<file path="config.mk">
export PLATFORM = sky130hd
export DESIGN_NAME = strs_seq
export DESIGN_NICKNAME = d
export VERILOG_FILES = /design/src/strs_pkg.sv /design/src/strs_seq.sv
export VERILOG_INCLUDE_DIRS = /design/src
export SDC_FILE = /design/constraint.sdc
export NUM_CORES = 1
export LEC_CHECK = 0
export ABC_AREA = 1
export BUFFER_PORTS_ARGS = -buffer_cell sky130_fd_sc_hd__buf_2
export CAP_MARGIN = 20
export CORE_MARGIN = 2
export CORE_UTILIZATION = 40
export DETAILED_ROUTE_END_ITERATION = 16
export SKIP_CTS_REPAIR_TIMING = 1
export SYNTH_ARGS = -nofsm -noshare
export SYNTH_HDL_FRONTEND = slang
export SYNTH_SLANG_ARGS = --single-unit
</file>
<file path="constraint.sdc">
create_clock -name core_clk -period 2 [get_ports core_clk]
set_clock_uncertainty 0.1 [all_clocks]
set_input_delay 0.1 -clock core_clk [delete_from_list [all_inputs] [get_ports core_clk]]
set_output_delay 0.1 -clock core_clk [all_outputs]
set_load 0.01 [all_outputs]
</file>
<file path="src/strs_cfg.svh">
// constants for the suspend-to-ram sequencer
`ifndef STRS_CFG_SVH
`define STRS_CFG_SVH
`define STRS_REG_MODE_STATUS 8'h58
`define STRS_CTL_LSB 0
`define STRS_CTL_MSB 1
`define STRS_CTL_ENTER 2'h0
`define STRS_CTL_RESUME 2'h3
`define STRS_MODE_RESET 32'h0000_0000
`define STRS_CLK_TAIL_CYC 4'h6
`endif

</file>
<file path="src/strs_pkg.sv">
// types for the suspend-to-ram sequencer
package strs_pkg;
  typedef enum logic [3:0] {
    STRS_RUN = 4'h0,
    STRS_FLUSH = 4'h1,
    STRS_DISC = 4'h3,
    STRS_SREF = 4'h2,
    STRS_PCI_SG = 4'h6,
    STRS_WAIT_GATE = 4'h7,
    STRS_GATED = 4'h5,
    STRS_SLEEP = 4'h4,
    STRS_RESUMED = 4'hC
  } strs_state_type;

  typedef struct packed {
    logic stop_grant_p0;
    logic stop_grant_p1;
    logic queues_empty;
    logic processor_ready_ack;
    logic sref_done;
    logic pci_sg_done;
  } strs_evt_type;

  typedef struct packed {
    strs_state_type st;
    logic sg0_seen;
    logic sg1_seen;
    logic str_sleep;
    logic [31:0] mode_status;
    logic [3:0] tail_cnt;
    logic connect;
    logic cke;
    logic flush_req;
    logic sref_req;
    logic pci_sg_req;
    logic clk_gate;
    logic pad_iso;
    logic dimm_clk_en;
    logic cmd_hold;
    logic [1:0] rst_sync;
    logic [1:0] gate_sync;
  } strs_state_all_type;
endpackage

</file>
<file path="src/strs_seq.sv">
// suspend-to-ram entry and resume sequencer
// Contract
// - after stop-grant from both cpus, flush queues and probes, then drop connect
// - after disconnect, auto-refresh plus cke low enters self-refresh; wait done
// - pci stop-grant only after self-refresh is established
// - clock-gate request sampled active gates most internal clock trees
// - dimm clocks run six more periods after reset asserts
// - in suspend reset keep cke low and isolate io pads
// - in suspend reset gate cpu-bus, graphics and pci input clocks
// - all other memory configuration bits survive suspend reset
// - suspend control bits tell suspend resume from other reset exits; entry sets them to 2'h0, the same value cold reset leaves
// - firmware writes control bits; device then leaves self-refresh
// - on clock-gate request tri-state ddr address/command, keep cke low
`timescale 1ns/100ps
`include "strs_cfg.svh"
module strs_seq (
  input wire logic core_clk,
  input wire logic rst_n,
  input wire logic clk_en,
  input wire logic expansion_bus_reset_n,
  input wire logic clock_gate_request_n,
  input wire strs_pkg::strs_evt_type evt,
  input wire logic cfg_wr,
  input wire logic cfg_rd,
  input wire logic [7:0] cfg_addr,
  input wire logic [31:0] cfg_wdata,
  output logic [31:0] cfg_rdata,
  output logic connect,
  output logic queue_flush_req,
  output logic sref_req,
  output logic pci_stop_grant_req,
  output logic dram_cke,
  output logic ddr_cmd_oe,
  output logic mem_cmd_hold,
  output logic clk_tree_gate,
  output logic pad_isolate,
  output logic input_clk_gate,
  output logic dimm_clock_outputs_en,
  output logic resume_from_str
);
  strs_pkg::strs_state_all_type s_r, s_nxt;
  logic rst_act, gate_act, mode_hit;

  // the register decode is used by reads and writes
  function automatic logic hit(input logic [7:0] a);
    hit = (a == `STRS_REG_MODE_STATUS);
  endfunction

  assign rst_act = ~s_r.rst_sync[1];
  assign gate_act = ~s_r.gate_sync[1];
  assign mode_hit = hit(cfg_addr);

  // next-state logic
  always_comb begin
    s_nxt = s_r;
    s_nxt.rst_sync = {s_r.rst_sync[0], expansion_bus_reset_n};
    s_nxt.gate_sync = {s_r.gate_sync[0], clock_gate_request_n};
    if (evt.stop_grant_p0) s_nxt.sg0_seen = 1'b1;
    if (evt.stop_grant_p1) s_nxt.sg1_seen = 1'b1;
    if (cfg_wr && mode_hit && !rst_act) begin
      s_nxt.mode_status = cfg_wdata;
    end
    case (s_r.st)
      strs_pkg::STRS_RUN: begin
        s_nxt.connect = 1'b1;
        s_nxt.cke = 1'b1;
        if (s_r.sg0_seen && s_r.sg1_seen) begin
          s_nxt.st = strs_pkg::STRS_FLUSH;
          s_nxt.flush_req = 1'b1;
        end
      end
      strs_pkg::STRS_FLUSH: begin
        if (evt.queues_empty) begin
          s_nxt.flush_req = 1'b0;
          s_nxt.connect = 1'b0;
          s_nxt.st = strs_pkg::STRS_DISC;
        end
      end
      strs_pkg::STRS_DISC: begin
        if (!evt.processor_ready_ack) begin
          s_nxt.sref_req = 1'b1;
          s_nxt.cke = 1'b0;
          s_nxt.cmd_hold = 1'b1;
          s_nxt.st = strs_pkg::STRS_SREF;
        end
      end
      strs_pkg::STRS_SREF: begin
        if (evt.sref_done) begin
          s_nxt.sref_req = 1'b0;
          s_nxt.pci_sg_req = 1'b1;
          s_nxt.st = strs_pkg::STRS_PCI_SG;
        end
      end
      strs_pkg::STRS_PCI_SG: begin
        if (evt.pci_sg_done) begin
          s_nxt.pci_sg_req = 1'b0;
          s_nxt.st = strs_pkg::STRS_WAIT_GATE;
        end
      end
      strs_pkg::STRS_WAIT_GATE: begin
        if (gate_act) begin
          s_nxt.clk_gate = 1'b1;
          s_nxt.st = strs_pkg::STRS_GATED;
        end
      end
      strs_pkg::STRS_GATED: begin
        if (rst_act) begin
          s_nxt.pad_iso = 1'b1;
          s_nxt.str_sleep = 1'b1;
          s_nxt.tail_cnt = `STRS_CLK_TAIL_CYC;
          s_nxt.mode_status[`STRS_CTL_MSB:`STRS_CTL_LSB] = `STRS_CTL_ENTER;
          s_nxt.st = strs_pkg::STRS_SLEEP;
        end else if (!gate_act) begin
          // plain power-on suspend exit: clocks back, reconnect; a stop grant arriving now still counts
          s_nxt.clk_gate = 1'b0;
          s_nxt.cke = 1'b1;
          s_nxt.cmd_hold = 1'b0;
          s_nxt.sg0_seen = evt.stop_grant_p0;
          s_nxt.sg1_seen = evt.stop_grant_p1;
          s_nxt.st = strs_pkg::STRS_RUN;
        end
      end
      strs_pkg::STRS_SLEEP: begin
        // clocks stop as the tail count leaves one, so exactly the full tail runs
        if (s_r.tail_cnt != 4'h0) s_nxt.tail_cnt = s_r.tail_cnt - 4'h1;
        if (s_r.tail_cnt <= 4'h1) s_nxt.dimm_clk_en = 1'b0;
        if (!gate_act) s_nxt.clk_gate = 1'b0;
        if (!rst_act) begin
          s_nxt.pad_iso = 1'b0;
          s_nxt.dimm_clk_en = 1'b1;
          s_nxt.st = strs_pkg::STRS_RESUMED;
        end
      end
      strs_pkg::STRS_RESUMED: begin
        // memory stays in self-refresh until firmware writes the control bits
        if (cfg_wr && mode_hit &&
            cfg_wdata[`STRS_CTL_MSB:`STRS_CTL_LSB] == `STRS_CTL_RESUME) begin
          s_nxt.cke = 1'b1;
          s_nxt.cmd_hold = 1'b0;
          s_nxt.str_sleep = 1'b0;
          s_nxt.clk_gate = 1'b0;
          s_nxt.connect = 1'b1;
          s_nxt.sg0_seen = evt.stop_grant_p0;
          s_nxt.sg1_seen = evt.stop_grant_p1;
          s_nxt.st = strs_pkg::STRS_RUN;
        end
      end
      default: s_nxt.st = strs_pkg::STRS_RUN;
    endcase
  end

  // state register; bus reset only acts through the sequence so config survives
  always_ff @(posedge core_clk or negedge rst_n) begin
    if (!rst_n) begin
      s_r <= '0;
      s_r.st <= strs_pkg::STRS_RUN;
      s_r.mode_status <= `STRS_MODE_RESET;
      s_r.connect <= 1'b1;
      s_r.cke <= 1'b1;
      s_r.dimm_clk_en <= 1'b1;
      s_r.rst_sync <= 2'h3;
      s_r.gate_sync <= 2'h3;
    end else if (clk_en) begin
      s_r <= s_nxt;
    end
  end

  // read data is registered
  logic [31:0] rdata_r;
  always_ff @(posedge core_clk or negedge rst_n) begin
    if (!rst_n) rdata_r <= 32'h0000_0000;
    else if (clk_en && cfg_rd) rdata_r <= mode_hit ? s_r.mode_status : 32'h0000_0000;
  end

  // outputs
  assign cfg_rdata = rdata_r;
  assign connect = s_r.connect;
  assign queue_flush_req = s_r.flush_req;
  assign sref_req = s_r.sref_req;
  assign pci_stop_grant_req = s_r.pci_sg_req;
  assign dram_cke = s_r.cke && !s_r.pad_iso;
  assign ddr_cmd_oe = !s_r.clk_gate && !s_r.pad_iso;
  assign mem_cmd_hold = s_r.cmd_hold;
  assign clk_tree_gate = s_r.clk_gate;
  assign pad_isolate = s_r.pad_iso;
  assign input_clk_gate = s_r.pad_iso;
  assign dimm_clock_outputs_en = s_r.dimm_clk_en;
  assign resume_from_str = (s_r.st == strs_pkg::STRS_RESUMED);
endmodule

</file>
==> results.toml <==
[outcome]
status = "finished with violations"
violations = "hold timing"

[clock_tree]
clkTransAtPathRegs_ps = 90
clockBufferDepth = 2
clock-sinks = 87
cts-root-buf = "clkbuf_8"
cts_tree = "done"
htreeDepth = 3
cts_buffers = 9
worstSkewPairLatency_ps = 360

[drt]
num_vias = 3624
wire_per_inst_um = 12.98
vias_per_cell = 4.725
route.detailed.drc = 0
drtPass1Iterations = 4
drt_iter0_drc = 176
drt-total-wl_mm = 9.953
antenna_left = 0

[synthesis]
synth_compound_area_share_pct = 2.838
yosys.area.top_type = "dfrtp_1"
ys_ff_latch = 87
synth_top_family_by_area = "simple AND/OR/NAND/NOR gates"
syn_area_um2 = 3924
synth.avg_cell_area_um2 = 7.959
synthAdderAreaFrac_pct = 0.6378
synth-edff-count = 0
synth.top_cell.area_share_pct = 51.02
synthesis.nets = 548
synthSimpleGateAreaFrac_pct = 35.36
ys.flop_type = "dfrtp_1"
ys_types = 25
yosys-mux-area-fraction_pct = 0
synthCells = 493
ys_seq_area_share_pct = 55.71
ys.warnings.count = 0
synth_xor_area_share_pct = 0.4464
yosysMostFrequentCell = "nand2_1"
synthTopCellsByArea = "dfrtp_1 (51%), nand2_1 (22%), nand3_1 (7.0%), dfstp_2 (4.7%), nor2_1 (3.3%)"
synthArstFlopShare_pct = 100.0
yosys-top-cells-count = "nand2_1 (228), dfrtp_1 (80), nand3_1 (55), nor2_1 (34), inv_1 (25)"

[setup_path]
worstSetupStartpointType = "flip-flop"
critPathArrivalTime_ps = 1870
worstPathMaxFanout = 11
cpMostUsedCell = "nand2_1"
required_ps = 2200
end_kind = "flip-flop"
critPathKind = "reg2reg"
crit_path_top_delay_cell = "dfrtp_1"
cp_top_family = "simple AND/OR/NAND/NOR gates"
crit_buf_inv = 1
cp_cell_sequence = "nor2_2, nand2_1, inv_1, nand2_1, nand3_2, nand2_1, nand2_1"
cpPeakStageDelay_ps = 470

[sta]
min_period_ps = 1678
fmax_ghz = 0.5961
setup_viol = 0
holdWs_ps = -32.04
period_share_pct = 83.88
worst-slew-pin-transition_ps = 497.8
rsz0062_at_grt = "false"
setup_slack_ps = 322.5
maxSlewViolCount = 0
hold_viol_final = 2
max-slew-margin-rel_pct = 66.82
setup_tns_ps = 0

[pwr]
p_sw_w = 0.001594
power.density_nw_per_um2 = 895.3
max-vdd-ir-drop_mv = 0.3719
p_seq_share_pct = 46.0
leakage_nw = 2.983
p_comb_share_pct = 27.0
sw_frac_of_total_pct = 34.57
internal-power_w = 0.003017
p_clk_share_pct = 27.0

[global_routing]
grt_max_degree = 45
grt_pass1_wl_mm = 16.10
antenna_found_initial = 0
grtUsageMet3_pct = 3.458
grt_pass1_vias = 3346
grt_util_met1_pct = 27.28
grt_usage_pct = 19.57
met2_usage_pct = 30.42
overflow = 0
busiest_layer = "met2"

[place]
port_buffers = 96
place_inst = 713
gp_congestion = 0.9754
pre_cts_ws_ps = 355.0
place_hpwl_mm = 6.624

[layout]
drive_gt1_share_pct = 22.24
fillers = 965
insertedDiodeCount = 0
stdcell_count = 767
area_growth_syn_to_layout_pct = 31.25
fin_nets = 684

[die]
rows = 36
start_util_pct = 40.71
die_area_um2 = 10620
die_x_um = 103.0
core_um2 = 9639
fp.dieH_um = 103.0
io_pins = 97

[job]
drv_cap = 0

[hold_path]
worstHoldPathType = "in2reg"
## sequential cells by signal (all words and copies together), names as in the netlist
name and cells:
pci_stop_grant_req 1, input_clk_gate 1, sref_req 1, clk_tree_gate 1, s_r 45, queue_flush_req 1
mem_cmd_hold 1, dimm_clock_outputs_en 1, cfg_rdata 32, s_nxt 2, connect 1
## routing by layer
layer / vias to the layer above / share of wire [%]
li1: 1807 / -
met1: 1696 / 46
met2: 105 / 48
met3: 16 / 4.5
met4: 0 / 1.8
met5: - / 0
## power groups by stage
stage                     clock [W]  combinational [W]  sequential (W)
after floorplan                   0           0.000799         0.00215
after global placement            0            0.00116         0.00215
after detailed placement          0            0.00118         0.00216
after CTS                   0.00128            0.00119         0.00212
after global routing        0.00136            0.00144         0.00215
final                       0.00125            0.00124         0.00212
## layout by cell type (no fill, tap or decap)
| cell type | synthesis | final |
|---|---|---|
| bufinv_16 | 0 | 1 |
| buf_12 | 0 | 1 |
| a21oi_1 | 4 | 4 |
| ha_1 | 2 | 2 |
| o211ai_1 | 1 | 1 |
| nand2_2 | 1 | 1 |
| nand3_2 | 3 | 3 |
| inv_6 | 0 | 1 |
| nand4_1 | 6 | 6 |
| dlygate4sd3_1 | 0 | 38 |
| a32oi_1 | 1 | 1 |
| clkinvlp_4 | 0 | 4 |
| xor2_1 | 1 | 1 |
| inv_1 | 25 | 25 |
| nor2_4 | 2 | 2 |
| buf_2 | 7 | 95 |
| nand3_1 | 55 | 55 |
| dfstp_2 | 7 | 7 |
| dfrtp_1 | 80 | 80 |
| o21ai_1 | 1 | 1 |
| inv_2 | 2 | 2 |
| o21ai_0 | 14 | 14 |
| nand2_1 | 228 | 228 |
| nand3b_1 | 1 | 1 |
| clkbuf_8 | 0 | 9 |
| clkbuf_1 | 10 | 1 |
| buf_4 | 3 | 11 |
| xnor2_1 | 1 | 1 |
| nor2_2 | 3 | 3 |
| or2_2 | 1 | 1 |
| nor2_1 | 34 | 34 |
## worst reg2reg max path: cells and delay by family, from the launching register on
| family | cells | cell delay (ps) |
|---|---|---|
| buffers and inverters | 1 | 90 |
| and+or+nand+nor | 6 | 980 |
| DFF | 1 | 470 |
## per-stage QoR
step / power, W / utilization, % / cell area, um2 / hold slack [ps]
after floorplan: 0.002954 / - / 3924 / -295.6
after global placement: 0.003310 / 47.44 / 4573 / -177.8
after detailed placement: 0.003338 / 47.44 / 4573 / -176.0
after CTS: 0.004595 / 49.48 / 4770 / -570.3
after global routing: 0.004952 / 53.43 / 5150 / 6.331
final: 0.004611 / 53.43 / 5150 / -32.04
## worst paths after layout
path	from	to	slack, ps	depth (start not counted)
setup / recovery	s_r[52]$_DFFE_PN0P_	s_r[54]$_DFFE_PN0P_	320	7
hold / removal	cfg_wdata[1]	s_r[18]$_DFFE_PN0P_	-30	3
setup reg to reg	s_r[52]$_DFFE_PN0P_	s_r[54]$_DFFE_PN0P_	320	7
hold reg to reg	connect$_DFFE_PN1P_	connect$_DFFE_PN1P_	360	2
max in group asynchronous	rst_n	s_r[52]$_DFFE_PN0P_	1000	3
min in group asynchronous	rst_n	pci_stop_grant_req$_DFFE_PN0P_	170	3
## cells by family (layout without fill, tap and decap cells)
group,Yosys count,in the layout
and+or+nand+nor,334,334
AOI/OAI and AO/OA,21,21
adders and majority gates,2,2
DFF,87,87
buffers and inverters,47,188
xor gates and xnor gates,2,2
## cell type report
class                      instances  area (um2)  share of cell area (%)
clock buffer                      10       127.6                   2.478
clock inverter                     6       68.82                   1.336
inverter                          27       101.3                   1.968
multi-input combinational        359        1541                   29.93
sequential                        87        2186                   42.44
tap                              133       166.4                   3.231
timing repair buffer             145       958.4                   18.61
Note: power is estimated with default switching activity, not from simulation.
